`src/rtl/wdcs_pkg.sv`:
```
// Package of constants and types for the watchdog clock stabilizer
package wdcs_pkg;
    // Register byte addresses
    localparam logic [31:0] WDCS_ADDR_COUNTER = 32'hFFC00008;
    localparam logic [31:0] WDCS_ADDR_CSR     = 32'hFFC0000C;
    localparam logic [31:0] WDCS_ADDR_FRQ     = 32'hFFC00000;
    // Write keys in the upper byte of a word write
    localparam logic [7:0]  WDCS_KEY_COUNTER  = 8'h5A;
    localparam logic [7:0]  WDCS_KEY_CSR      = 8'hA5;
    // Access size codes
    localparam logic [1:0]  WDCS_SIZE_BYTE    = 2'h0;
    localparam logic [1:0]  WDCS_SIZE_WORD    = 2'h1;
    localparam logic [1:0]  WDCS_SIZE_LONG    = 2'h2;
    // Control/status field positions
    localparam int          WDCS_BIT_RUN      = 7;
    localparam int          WDCS_BIT_MODE     = 6;
    localparam int          WDCS_BIT_RSTKIND  = 5;
    localparam int          WDCS_BIT_WATCHDOG_OVERFLOW_FLAG     = 4;
    localparam int          WDCS_BIT_INTERVAL_OVERFLOW_FLAG     = 3;
    localparam int          WDCS_CKS_LSB      = 0;
    localparam int          WDCS_CKS_W        = 3;
    // Reset values
    localparam logic [7:0]  WDCS_COUNTER_RST  = 8'h00;
    localparam logic [7:0]  WDCS_CSR_RST      = 8'h00;
    // Divide by 32 for select code zero: shift of 5
    localparam int          WDCS_DIV_BASE_LOG = 5;
    localparam int          WDCS_PRESCALE_W   = 12;
    // Frequency control field positions (16-bit word)
    localparam int          WDCS_FRQ_CLKOUT   = 11;
    localparam int          WDCS_FRQ_PLL1     = 10;
    localparam int          WDCS_FRQ_PLL2     = 9;
    localparam int          WDCS_FRQ_CPU_LSB  = 6;
    localparam int          WDCS_FRQ_BUS_LSB  = 3;
    localparam int          WDCS_FRQ_PER_LSB  = 0;
    localparam logic [15:0] WDCS_FRQ_RST      = 16'h0E00;

    // Stabilization sequencer states
    typedef enum logic [3:0] {
        WDCS_IDLE   = 4'b0001,
        WDCS_STAB1  = 4'b0010,
        WDCS_STAB2  = 4'b0100,
        WDCS_STABX  = 4'b1000
    } wdcs_state_t;
endpackage

```
`src/rtl/wdcs_watchdog_unit.sv`:
```
// Watchdog timer with clock stabilization sequencing
//
// Notes on behaviour
// - PLL1 on, PLL2 off: halt, count, resume
// - PLL1 on, PLL2 on: two counted phases
// - Processor held; unstable clock out allowed
// - Bus divide change, PLL2 on: stabilize
// - Bus divide change, PLL2 off: immediate
// - CPU/peripheral divide change: immediate switch
// - Clock out enable: drive or float pulled
// - 8-bit up counter; reset or interrupt
// - Power-on reset only clears registers
// - Standby stabilization overflow keeps control/status
// - Counter write: word, key 5A
// - Control/status write: word, key A5
// - Byte/long writes ignored; byte reads
// - Bit 7 runs count; clear holds except while stabilization runs
// - Bit 6: interval zero, watchdog one
// - Bit 5: power-on or manual reset
// - Watchdog flag set only in watchdog mode
// - Interval flag set only in interval mode
// - Select divides by 32 up to 4096
// - Count clock is post-switch clock
// - Watchdog overflow: flag, reset, keep counting
// - Interval overflow: flag, interrupt, keep counting
// - Stabilization stop leaves counter near zero
`timescale 1ns/1ps
module wdcs_watchdog_unit
    import wdcs_pkg::*;
#(
    parameter int COUNT_W = 8
) (
    input  wire logic        clk,
    input  wire logic        reset_n,
    input  wire logic        clk_en,
    input  wire logic        wr_en,
    input  wire logic        rd_en,
    input  wire logic [31:0] addr,
    input  wire logic [1:0]  size,
    input  wire logic [15:0] wdata,
    output logic      [7:0]  rdata,
    input  wire logic        standby_wake,
    output logic             cpu_halt,
    output logic             clock_unstable,
    output logic             pll_one_run,
    output logic             pll_two_run,
    output logic      [2:0]  cpu_divide_now,
    output logic      [2:0]  bus_divide_now,
    output logic      [2:0]  peripheral_divide_now,
    output logic             clock_out_pin_o,
    output logic             clock_out_pin_oe_n,
    output logic             poweron_reset_req,
    output logic             manual_reset_req,
    output logic             interval_irq
);
    // Whole state of the block
    typedef struct packed {
        logic [COUNT_W-1:0]   counter;
        logic [COUNT_W-1:0]   stab_init;
        logic [7:0]           csr;
        logic [15:0]          frq;
        logic [WDCS_PRESCALE_W-1:0] prescale;
        wdcs_state_t          state;
        logic                 standby_phase;
        logic                 wake_s1;
        logic                 wake_s2;
        logic [7:0]           rdata;
        logic                 cpu_halt;
        logic                 unstable;
        logic                 pll1;
        logic                 pll2;
        logic [2:0]           cpu_div;
        logic [2:0]           bus_div;
        logic [2:0]           per_div;
        logic                 clk_out;
        logic                 clk_oe_n;
        logic                 por_req;
        logic                 man_req;
        logic                 irq;
    } wdcs_regs_t;

    wdcs_regs_t r;
    wdcs_regs_t next_r;

    // Count tick: prescaler bit for selected divide ratio toggles
    function automatic logic wdcs_tick(input logic [WDCS_PRESCALE_W-1:0] p,
                                       input logic [2:0] sel);
        logic [WDCS_PRESCALE_W-1:0] mask;
        mask = (WDCS_PRESCALE_W'(1) << (WDCS_DIV_BASE_LOG + int'(sel))) - WDCS_PRESCALE_W'(1);
        return (p & mask) == mask;
    endfunction

    // Word write with matching key
    function automatic logic wdcs_keyed(input logic [31:0] a, input logic [1:0] s,
                                        input logic [15:0] d, input logic [31:0] ta,
                                        input logic [7:0] key);
        return (a == ta) && (s == WDCS_SIZE_WORD) && (d[15:8] == key);
    endfunction

    logic        tick;
    logic        ovf;
    logic        counting;
    logic        wr_cnt;
    logic        wr_csr;
    logic        wr_frq;
    logic [15:0] nf;

    // Next-state logic
    always_comb begin
        next_r = r;
        tick = wdcs_tick(r.prescale, r.csr[WDCS_CKS_LSB +: WDCS_CKS_W]);
        wr_cnt = wr_en && wdcs_keyed(addr, size, wdata, WDCS_ADDR_COUNTER,
                                     WDCS_KEY_COUNTER);
        wr_csr = wr_en && wdcs_keyed(addr, size, wdata, WDCS_ADDR_CSR,
                                     WDCS_KEY_CSR);
        // Frequency control is taken only as a whole word
        wr_frq = wr_en && (size == WDCS_SIZE_WORD) && (addr == WDCS_ADDR_FRQ);
        nf = wdata;
        counting = r.csr[WDCS_BIT_RUN] || (r.state != WDCS_IDLE);
        ovf = counting && tick && (r.counter == {COUNT_W{1'b1}});
        next_r.prescale = r.prescale + WDCS_PRESCALE_W'(1);
        next_r.por_req = 1'b0;
        next_r.man_req = 1'b0;
        next_r.irq = 1'b0;
        // Standby wake synchroniser
        next_r.wake_s1 = standby_wake;
        next_r.wake_s2 = r.wake_s1;
        // Counter advance
        if (counting && tick) begin
            next_r.counter = r.counter + COUNT_W'(1);
        end
        // Ordinary overflow handling when no stabilization runs
        if (ovf && r.state == WDCS_IDLE) begin
            if (r.csr[WDCS_BIT_MODE]) begin
                next_r.csr[WDCS_BIT_WATCHDOG_OVERFLOW_FLAG] = 1'b1;
                next_r.por_req = !r.csr[WDCS_BIT_RSTKIND];
                next_r.man_req = r.csr[WDCS_BIT_RSTKIND];
            end else begin
                next_r.csr[WDCS_BIT_INTERVAL_OVERFLOW_FLAG] = 1'b1;
                next_r.irq = 1'b1;
            end
        end
        // Stabilization sequencer
        case (r.state)
            WDCS_IDLE: begin
                if (wr_frq) begin
                    next_r.frq = nf;
                    next_r.cpu_div = nf[WDCS_FRQ_CPU_LSB +: 3];
                    next_r.per_div = nf[WDCS_FRQ_PER_LSB +: 3];
                    next_r.clk_oe_n = !nf[WDCS_FRQ_CLKOUT];
                    next_r.pll2 = nf[WDCS_FRQ_PLL2];
                    next_r.pll1 = nf[WDCS_FRQ_PLL1];
                    if (nf[WDCS_FRQ_PLL1] && !r.frq[WDCS_FRQ_PLL1]) begin
                        next_r.pll2 = 1'b0;
                        next_r.state = r.frq[WDCS_FRQ_PLL2] ? WDCS_STAB2 : WDCS_STAB1;
                    end else if (nf[WDCS_FRQ_BUS_LSB +: 3] != r.frq[WDCS_FRQ_BUS_LSB +: 3]
                                 && r.frq[WDCS_FRQ_PLL2]) begin
                        next_r.state = WDCS_STAB1;
                    end else begin
                        next_r.bus_div = nf[WDCS_FRQ_BUS_LSB +: 3];
                    end
                    if (next_r.state != WDCS_IDLE) begin
                        next_r.cpu_halt = 1'b1;
                        // Remember the preset for the second phase reload
                        next_r.stab_init = r.counter;
                        next_r.unstable = 1'b1;
                    end
                end else if (r.wake_s2 && !r.csr[WDCS_BIT_RUN]) begin
                    next_r.state = WDCS_STABX;
                    next_r.cpu_halt = 1'b1;
                end
            end
            WDCS_STAB2: begin
                if (ovf) begin
                    next_r.pll2 = 1'b1;
                    next_r.counter = r.stab_init;
                    next_r.state = WDCS_STAB1;
                end
            end
            WDCS_STAB1, WDCS_STABX: begin
                if (ovf) begin
                    next_r.state = WDCS_IDLE;
                    next_r.cpu_halt = 1'b0;
                    next_r.unstable = 1'b0;
                    next_r.bus_div = r.frq[WDCS_FRQ_BUS_LSB +: 3];
                end
            end
            default: begin
                next_r.state = WDCS_IDLE;
            end
        endcase
        // Register writes (flags not set by stabilization overflows)
        if (wr_cnt) begin
            next_r.counter = wdata[COUNT_W-1:0];
        end
        if (wr_csr) begin
            next_r.csr = wdata[7:0];
            if (next_r.csr[WDCS_BIT_WATCHDOG_OVERFLOW_FLAG] == 1'b0
                && ovf && r.state == WDCS_IDLE && r.csr[WDCS_BIT_MODE]) begin
                next_r.csr[WDCS_BIT_WATCHDOG_OVERFLOW_FLAG] = 1'b1;
            end
            if (next_r.csr[WDCS_BIT_INTERVAL_OVERFLOW_FLAG] == 1'b0
                && ovf && r.state == WDCS_IDLE && !r.csr[WDCS_BIT_MODE]) begin
                next_r.csr[WDCS_BIT_INTERVAL_OVERFLOW_FLAG] = 1'b1;
            end
        end
        // Byte reads of either register
        next_r.rdata = 8'h00;
        if (rd_en && addr == WDCS_ADDR_COUNTER) begin
            next_r.rdata = 8'(r.counter);
        end else if (rd_en && addr == WDCS_ADDR_CSR) begin
            next_r.rdata = r.csr;
        end
        // Clock out pin: drive when enabled
        next_r.clk_out = r.prescale[0];
    end

    // State register, loaded with its reset values only by the power-on reset pin
    always_ff @(posedge clk or negedge reset_n) begin
        if (!reset_n) begin
            r <= '0;
            r.state <= WDCS_IDLE;
            r.frq <= WDCS_FRQ_RST;
            r.pll1 <= 1'b1;
            r.pll2 <= 1'b1;
            r.counter <= WDCS_COUNTER_RST;
            r.csr <= WDCS_CSR_RST;
        end else if (clk_en) begin
            r <= next_r;
        end
    end

    // Outputs straight from flip-flops
    assign rdata                 = r.rdata;
    assign cpu_halt              = r.cpu_halt;
    assign clock_unstable        = r.unstable;
    assign pll_one_run           = r.pll1;
    assign pll_two_run           = r.pll2;
    assign cpu_divide_now        = r.cpu_div;
    assign bus_divide_now        = r.bus_div;
    assign peripheral_divide_now = r.per_div;
    assign clock_out_pin_o       = r.clk_out;
    assign clock_out_pin_oe_n    = r.clk_oe_n;
    assign poweron_reset_req     = r.por_req;
    assign manual_reset_req      = r.man_req;
    assign interval_irq          = r.irq;

    // Checks on the timer
    a_watchdog_overflow_flag_mode_only: assert property (@(posedge clk) disable iff (!reset_n)
        clk_en && ovf && r.state == WDCS_IDLE && !wr_csr && r.csr[WDCS_BIT_MODE]
        |=> r.csr[WDCS_BIT_WATCHDOG_OVERFLOW_FLAG] && poweron_reset_req != manual_reset_req)
        else $error("watchdog overflow did not flag");
    a_interval_overflow_flag_irq_pulse: assert property (@(posedge clk) disable iff (!reset_n)
        interval_irq |-> r.csr[WDCS_BIT_INTERVAL_OVERFLOW_FLAG] && !r.csr[WDCS_BIT_MODE])
        else $error("interrupt without interval flag");
    a_reset_req_flag: assert property (@(posedge clk) disable iff (!reset_n)
        poweron_reset_req || manual_reset_req
        |-> r.csr[WDCS_BIT_WATCHDOG_OVERFLOW_FLAG] && r.csr[WDCS_BIT_MODE])
        else $error("reset request without watchdog flag");
    a_halt_unstable: assert property (@(posedge clk) disable iff (!reset_n)
        clock_unstable |-> cpu_halt)
        else $error("unstable clock without halt");
    a_counter_holds: assert property (@(posedge clk) disable iff (!reset_n)
        clk_en && !counting && !wr_cnt |=> $stable(r.counter))
        else $error("counter moved while stopped");
    a_bad_write_ignored: assert property (@(posedge clk) disable iff (!reset_n)
        clk_en && wr_en && size != WDCS_SIZE_WORD && !counting |=> $stable(r.counter))
        else $error("non-word write changed counter");

    // Checks on the stabilization sequence and frequency control
    a_halt_ends_ovf: assert property (@(posedge clk) disable iff (!reset_n)
        $fell(cpu_halt) |-> r.counter <= 8'h01)
        else $error("stabilization stop value wrong");
    a_stab_starts: assert property (@(posedge clk) disable iff (!reset_n)
        clk_en && wr_frq && r.state == WDCS_IDLE && wdata[WDCS_FRQ_PLL1]
        && !r.frq[WDCS_FRQ_PLL1] |=> cpu_halt && clock_unstable)
        else $error("pll start did not halt");
    a_stab_reload: assert property (@(posedge clk) disable iff (!reset_n)
        clk_en && r.state == WDCS_STAB2 && ovf && !wr_cnt
        |=> r.counter == r.stab_init && pll_two_run)
        else $error("second phase did not reload");
    a_stab_flags_quiet: assert property (@(posedge clk) disable iff (!reset_n)
        clk_en && ovf && r.state != WDCS_IDLE && !wr_csr |=> $stable(r.csr))
        else $error("stabilization overflow changed status");
    a_clkout_enable: assert property (@(posedge clk) disable iff (!reset_n)
        clk_en && wr_frq && r.state == WDCS_IDLE
        |=> clock_out_pin_oe_n == !$past(wdata[WDCS_FRQ_CLKOUT]))
        else $error("clock out enable wrong");
    a_div_immediate: assert property (@(posedge clk) disable iff (!reset_n)
        clk_en && wr_frq && r.state == WDCS_IDLE
        |=> cpu_divide_now == $past(wdata[WDCS_FRQ_CPU_LSB +: 3]))
        else $error("cpu divide not immediate");
    a_bus_immediate: assert property (@(posedge clk) disable iff (!reset_n)
        clk_en && wr_frq && r.state == WDCS_IDLE && !r.frq[WDCS_FRQ_PLL2]
        && !(wdata[WDCS_FRQ_PLL1] && !r.frq[WDCS_FRQ_PLL1])
        |=> bus_divide_now == $past(wdata[WDCS_FRQ_BUS_LSB +: 3]))
        else $error("bus divide not immediate");
endmodule

```
`config.mk`:
```
export PLATFORM = sky130hd
export DESIGN_NAME = wdcs_watchdog_unit
export DESIGN_NICKNAME = d
export VERILOG_FILES = /design/src/rtl/wdcs_pkg.sv /design/src/rtl/wdcs_watchdog_unit.sv
export SDC_FILE = /design/constraint.sdc
export NUM_CORES = 1
export LEC_CHECK = 0
export ABC_AREA = 1
export BUFFER_PORTS_ARGS = -buffer_cell sky130_fd_sc_hd__buf_2
export CAP_MARGIN = 20
export CORE_ASPECT_RATIO = 0.9
export CORE_MARGIN = 2
export CORE_UTILIZATION = 45
export DETAILED_ROUTE_END_ITERATION = 10
export PLACE_DENSITY = 0.67
export SYNTH_ARGS = -nofsm -noshare
export SYNTH_HDL_FRONTEND = slang
export SYNTH_SLANG_ARGS = --single-unit
```
`constraint.sdc`:
```
create_clock -name clk -period 2.66 [get_ports clk]
set_input_delay 0.399 -clock clk [delete_from_list [all_inputs] [get_ports clk]]
set_output_delay 0.399 -clock clk [all_outputs]
set_load 0.005 [all_outputs]
```
==> results by group, run 1 <==
Run status
  – Status: complete, no violations

Logic synthesis
  – Register area share after synthesis: 41.40%
  – Mapped Area: approximately 0.0044 mm2
  – Number of synthesized flops with an enable pin: 0
  – Post-synthesis async set-or-reset flop share: 100.0%
  – Syn Area/Cell: about 7.4 um2
  – Synth Instances: 587
  – Ys flop type: dfrtp_1
  – Synth cell types: 41
  – Synth warn: 0
  – Flops & latches, synth: a little over 70

Timing
  – Setup_tns: 0 ns
  – Worst slew margin: roughly 63%
  – Final Max Slew Viols: 0
  – Max Fclk: slightly below 0.5 GHz
  – Hold Violations, Final: 0
  – RSZ-0062 raised after global routing: no
  – Final Setup Violations: 0
  – Worst hold slack: roughly 0.019 ns
  – Worst Max-Slew Pin Slew: about 0.56 ns
  – Crit path time final: about 2.1 ns
  – Clock Skew: 0.005009 ns
  – Final worst slack: approximately 0.60 ns
  – Ratio of final minimum period to clock period: between 70% and 80%

Clock tree
  – CTS hold repair buffers: 0
  – Setup Buffers After CTS: 0
  – Clock Latency Late Sink: about 0.35 ns
  – Clk slew on worst S/H paths: roughly 0.08 ns
  – Post_cts resized: 0
  – Clock tree sinks: just over 70
  – Total CTS buffers: 9
  – H-tree Lvls: 3
  – CTS tree: built
  – Clk root buf: clkbuf_8
  – Max clock buf depth: 2

Pwr
  – Leakage: between 2 and 3 nW
  – Maximum vdd drop: 0.3572 mV
  – Pwr Density: between 600 and 700 mW/mm2

GRT
  – First-pass GRT wire length: approximately 18000 um
  – Global Route Usage Sum: a little over a fifth
  – Largest net degree at the start of global routing: 30
  – GR Overflow Total: 0
  – Initial antenna violation count: 0
  – Number of global-route vias before repair: around 3800

Worst setup path
  – Reg2Reg Depth: 7
  – WP data arrival: 2.34 ns
  – Required time of the critical path: 2.94 ns
  – CP Max Fanout: 29
  – Crit path from: r[30]
  – End of the critical path: r[71]
  – Reg-to-reg startpoint: r[30]
  – Reg2reg end: r[71]
  – Critical path startpoint category: flop
  – Setup crit end kind: flop
  – Worst R2R Setup Slack: between 0.6 and 0.7 ns
  – CP Class: reg2reg

Route
  – Vias: 3960
  – Pre-Repair DR Iteration Count: 4
  – Initial DRC count: 236
  – Routed WL per cell: 13.35 um
  – Post-DR vias/cell: about 5.0
  – DR DRC count: 0
  – Antenna Nets Post-Route: 0
  – Total Wirelength: between 10000 and 15000 um

Layout
  – Final design utilization: between 50% and 60%
  – Synth-to-Final Area Change: 14.45%
  – Leading cell type in the layout, fill and taps excluded: nand2_1
  – Post-route cell area: roughly 0.005 mm2
  – Layout cell share with drive strength beyond 1: 20.88%
  – Most frequent cells in the layout: nand2_1 (181), buf_2 (81), inv_1 (78)
  – Multi-input gate area: between 0.002 and 0.0025 mm2
  – Reg area: 0.001807 mm2
  – Filler instances: 945
  – N_diodes: 0
  – Nets: 715

Place
  – DP Area: around 0.0048 mm2
  – Post-Place Worst Slack: 0.4502 ns
  – Count of input and output buffers: slightly above 80
  – RePlAce Congestion: ~0.9
  – DPL Wire Length: 8168 um

Floorplanning
  – Area of the die: about 0.011 mm2
  – Die H: around 97 um
  – Core Region: between 0.009 and 0.01 mm2
  – Die Wd: about 110 um
  – Row cnt: 34
  – Initial Utilization: about 46%
  – I/O pins: 82

Hold path
  – Min-delay worst type: in2async

Flow run
  – Max-Cap Viols: 0
cells in the mapped netlist, types with 5 or more instances:
cell type  count  area share (%)
a21oi_1       10             1.1
buf_4         17             2.9
clkbuf_1       7            0.60
dfrtp_1       68              39
inv_1         78             6.7
nand2_1      181              16
nand2_2       10             1.4
nand3_1       40             4.6
nand4_1       12             1.7
nor2_1        49             4.2
nor2_2         5            0.72
o21ai_0       19             2.2
o21ai_1       17             1.9
o22ai_1        8             1.1
xor2_1        14             2.8
worst min path at each step:
stage                     startpoint                end  cells past startpoint  slack, ns
after floorplan              reset_n  bus_divide_now[0]                      0       0.10
after CTS                    reset_n          next_r[4]                      1       0.03
after detailed placement     reset_n          next_r[4]                      1       0.41
after global placement       reset_n          next_r[4]                      1       0.40
final                        reset_n          next_r[4]                      1       0.02
after global routing         reset_n              r[38]                      1       0.05
cell families after synthesis:
family,after synthesis,share of synthesized area [%]
xor gates and xnor gates,18,3.612
other,1,0.08593
AOI/OAI and AO/OA,61,7.942
and+or+nand+nor,321,34.58
buffers and inverters,111,11.52
DFF,72,41.40
adders and majority gates,3,0.8602
registers in the layout, summed over array words and instances (netlist names), 2 cells and up:
| register | cells |
|---|---|
| r | 51 |
| bus_divide_now | 3 |
| next_r | 2 |
| rdata | 8 |
through the flow:
stage          cells  power [W]
2_1_floorplan    588   0.002080
3_3_place_gp     771   0.002349
3_5_place_dp     771   0.002380
4_1_cts          787   0.003366
5_1_grt          787   0.003585
6_report         787   0.003347
routing by layer:
| metal | GRT usage (%) | part of all wire, % |
|---|---|---|
| met5 | 0 | 0 |
| met4 | 6.410 | 2.1 |
| met3 | 4.494 | 7.4 |
| met2 | 33.58 | 45 |
| met1 | 29.56 | 46 |
layout make-up:
cell class | instances | share of cell area (%)
multi-input combinational | 405 | 41.21
clock buffer | 11 | 2.831
tap | 126 | 3.156
sequential | 72 | 36.17
timing repair buffer | 86 | 8.868
clock inverter | 5 | 1.603
inverter | 82 | 6.162
worst max-delay path, stage by stage, from the launching register on:
cell	delay, ns
dfrtp_1	0.44
nor2_1	0.20
nand3_1	0.25
nor2_4	0.23
nand2_2	0.35
nor2_8	0.35
nand2_1	0.09
o21ai_1	0.08
power breakdown:
group | switching, W | leakage, nW | internal [W]
combinational | 0.000572 | 1.61 | 0.000346
sequential | 0.000208 | 0.922 | 0.00125
clock | 0.000420 | 0.106 | 0.000552
total | 0.00120 | 2.64 | 0.00215
Power figures use the tool's default switching activity.
==> run 2: changes to the inputs <==
Clock period 2.66 ns to 2.04 ns, I/O delays scaled along.
==> run 2 against run 1 <==
  * Critical path depth did not move
  * Core utilization rose by 0.80 points
  * Via count fell by 0.28%
  * Sequential power rose by 28%
  * Highest routed layer unchanged
==> results by group, run 2 (synthesized netlist as in run 1, its figures left out) <==
Run status
  – Status: complete, no violations

GRT
  – First-pass GRT wire length: 18020 um (+1.3%)
  – Initial antenna violation count: 0 (unchanged)
  – Largest net degree at the start of global routing: 30 (unchanged)
  – Number of global-route vias before repair: 3812 (+0.61%)
  – GR Overflow Total: 0 (unchanged)
  – Global Route Usage Sum: 21.72% (+0.38 points)

Timing
  – Max Fclk: 0.5550 GHz (+14%)
  – Crit path time final: 1.802 ns (-0.2571 ns)
  – Final worst slack: 0.2383 ns (-0.3629 ns)
  – Setup_tns: 0 ns (unchanged)
  – Clock Skew: 0.006511 ns (+0.001502 ns)
  – Worst Max-Slew Pin Slew: 0.5507 ns (-0.009565 ns)
  – Final Setup Violations: 0 (unchanged)
  – Final Max Slew Viols: 0 (unchanged)
  – RSZ-0062 raised after global routing: no
  – Hold Violations, Final: 0 (unchanged)
  – Ratio of final minimum period to clock period: 88.32% (+11 points)
  – Worst slew margin: 63.28% (+0.77 points)

Worst setup path
  – WP data arrival: 2.03 ns (-0.31 ns)
  – CP Max Fanout: 24 (-17%)
  – Reg-to-reg startpoint: r[30]
  – Required time of the critical path: 2.27 ns (-0.67 ns)
  – Setup crit end kind: flop
  – Critical path startpoint category: flop
  – Reg2reg end: r[46]
  – Reg2Reg Depth: 7 (unchanged)
  – CP Class: reg2reg
  – Worst R2R Setup Slack: 0.24 ns (-0.36 ns)

Pwr
  – Gate power share: 29.7% (+2.3 points)
  – Seq pwr share: 44.3% (+0.8 points)
  – Clock power frac: 26.0% (-3.0 points)
  – Maximum vdd drop: 0.3109 mV (-13%)
  – Pwr Density: 830.9 mW/mm2 (+24%)
  – Pint: 0.002673 W (+24%)
  – Switch share: 36.56% (+0.72 points)
  – Tot Pwr: 0.004214 W (+26%)
  – Leakage: 2.687 nW (+2.0%)
  – Switching pwr: 0.001541 W (+28%)

Route
  – Routed WL per cell: 13.38 um (+0.25%)
  – Total Wirelength: 10680 um (+1.6%)
  – Post-DR vias/cell: 4.949 (-1.7%)
  – Pre-Repair DR Iteration Count: 5 (+1)
  – Antenna Nets Post-Route: 0 (unchanged)
  – DR DRC count: 0 (unchanged)
  – Initial DRC count: 241 (+2.1%)
  – Vias: 3949 (-0.28%)

Layout
  – Reg with most FFs: r
  – Max reg flops: 51 (unchanged)
  – Non-Filler Instances: 798 (+1.4%)
  – Reg area: 0.001807 mm2 (unchanged)
  – Nets: 726 (+1.5%)
  – Most frequent cells in the layout: nand2_1 (181), buf_2 (81), inv_1 (78)
  – Filler instances: 950 (+0.53%)
  – Leading cell type in the layout, fill and taps excluded: nand2_1
  – Synth-to-Final Area Change: 16.20%
  – Multi-input gate area: 0.002066 mm2 (+0.36%)
  – Layout cell share with drive strength beyond 1: 22.02% (+1.1 points)
  – N_diodes: 0 (unchanged)

Clock tree
  – H-tree Lvls: 3 (unchanged)
  – Total CTS buffers: 9 (unchanged)
  – Clock Latency Late Sink: 0.35 ns (about the same)
  – Clk root buf: clkbuf_8
  – Clk slew on worst S/H paths: 0.08 ns (about the same)
  – Max clock buf depth: 2 (unchanged)
  – Clock tree sinks: 72 (unchanged)
  – Setup Buffers After CTS: 0 (unchanged)
  – CTS tree: built

Place
  – DPL Wire Length: 8241 um (+0.89%)
  – RePlAce Congestion: 0.8732 (-4.9%)
  – # placed instances: 781 (+1.3%)
  – Count of input and output buffers: 81 (unchanged)
  – Post-Place Worst Slack: 0.1569 ns (-0.2933 ns)

Floorplanning
  – I/O pins: 82 (unchanged)
  – Die Wd: 107.8 um (unchanged)
  – Area of the die: 0.01050 mm2 (unchanged)
  – Die H: 97.43 um (unchanged)
  – Row cnt: 34 (unchanged)
  – Initial Utilization: 45.59% (unchanged)
  – Core Region: 0.009572 mm2 (unchanged)

Flow run
  – Max-Cap Viols: 0 (unchanged)

Hold path
  – Hold path depth: 2
  – Hold endpoint: clock_out_pin_oe_n
  – Hold Startpoint: wdata[11]
  – Min-delay worst type: in2reg
## run 2: cell count changes in the layout (fill, tap and decap cells not counted), moves of 2 or more
cell        previous run  this run
clkinv_2               1         3
clkinvlp_4             2         0
buf_4                  5        13
clkbuf_1               1         3
buf_12                 0         2
## run 2: per-stage QoR
stage | util [%] | hold slack, ns | cell area, um2
after floorplan | - | 0.01041 | 4368
after global placement | 50.92 | 0.3177 | 4873
after detailed placement | 50.92 | 0.3330 | 4873
after CTS | 52.90 | 0.1459 | 5064
after global routing | 52.98 | 0.1801 | 5071
final | 52.98 | 0.1567 | 5071
## run 2: power groups by stage
stage / combinational, W / clock (W) / sequential [W]
after global placement: 0.00120 / 0 / 0.00188
final: 0.00125 / 0.00110 / 0.00187
after floorplan: 0.000884 / 0 / 0.00183
after detailed placement: 0.00124 / 0 / 0.00189
after global routing: 0.00143 / 0.00117 / 0.00190
after CTS: 0.00125 / 0.00112 / 0.00186
## run 2: metal layers
layer	part of all wire (%)	global-route usage, %	vias up
met3	4.2	3.152	16
met4	2.0	8.383	0
met5	0	0	-
met2	45	33.72	120
met1	49	30.61	1826
li1	-	-	1987
## run 2: repair_timing
action / 4_1_cts / 5_1_grt
hold buffers: 1 / 0
resized for setup: 0 / 2
setup endpoints to repair: 0 / 18
endpoints found under the hold margin: 16 / 0
## run 2: final cells by class
class                      count  share of cell area (%)
clock buffer                  12                   2.665
clock inverter                 4                  0.8882
inverter                      82                   6.070
multi-input combinational    405                   40.74
sequential                    72                   35.63
tap                          126                   3.109
timing repair buffer          97                   10.91
## run 2: how the worst max path moves through the flow
stage	from	end	slack (ns)	depth (start not counted)
6_report	r[30]	r[46]	0.24	7
5_1_grt	r[62]	r[32]	0.02	10
2_1_floorplan	r[77]	r[32]	0.44	8
3_3_place_gp	addr[19]	r[63]	0.16	9
4_1_cts	r[63]	r[81]	0.19	11
3_5_place_dp	addr[8]	r[46]	0.16	10
## run 2: worst max-delay path, cell delays in order, from the launching register on
cell and delay [ns]:
dfrtp_1 0.44, nor2_1 0.20, nand3_1 0.23, nor2_4 0.23, nand2_2 0.17, buf_4 0.26, nand2_1 0.07, o21ai_0 0.08
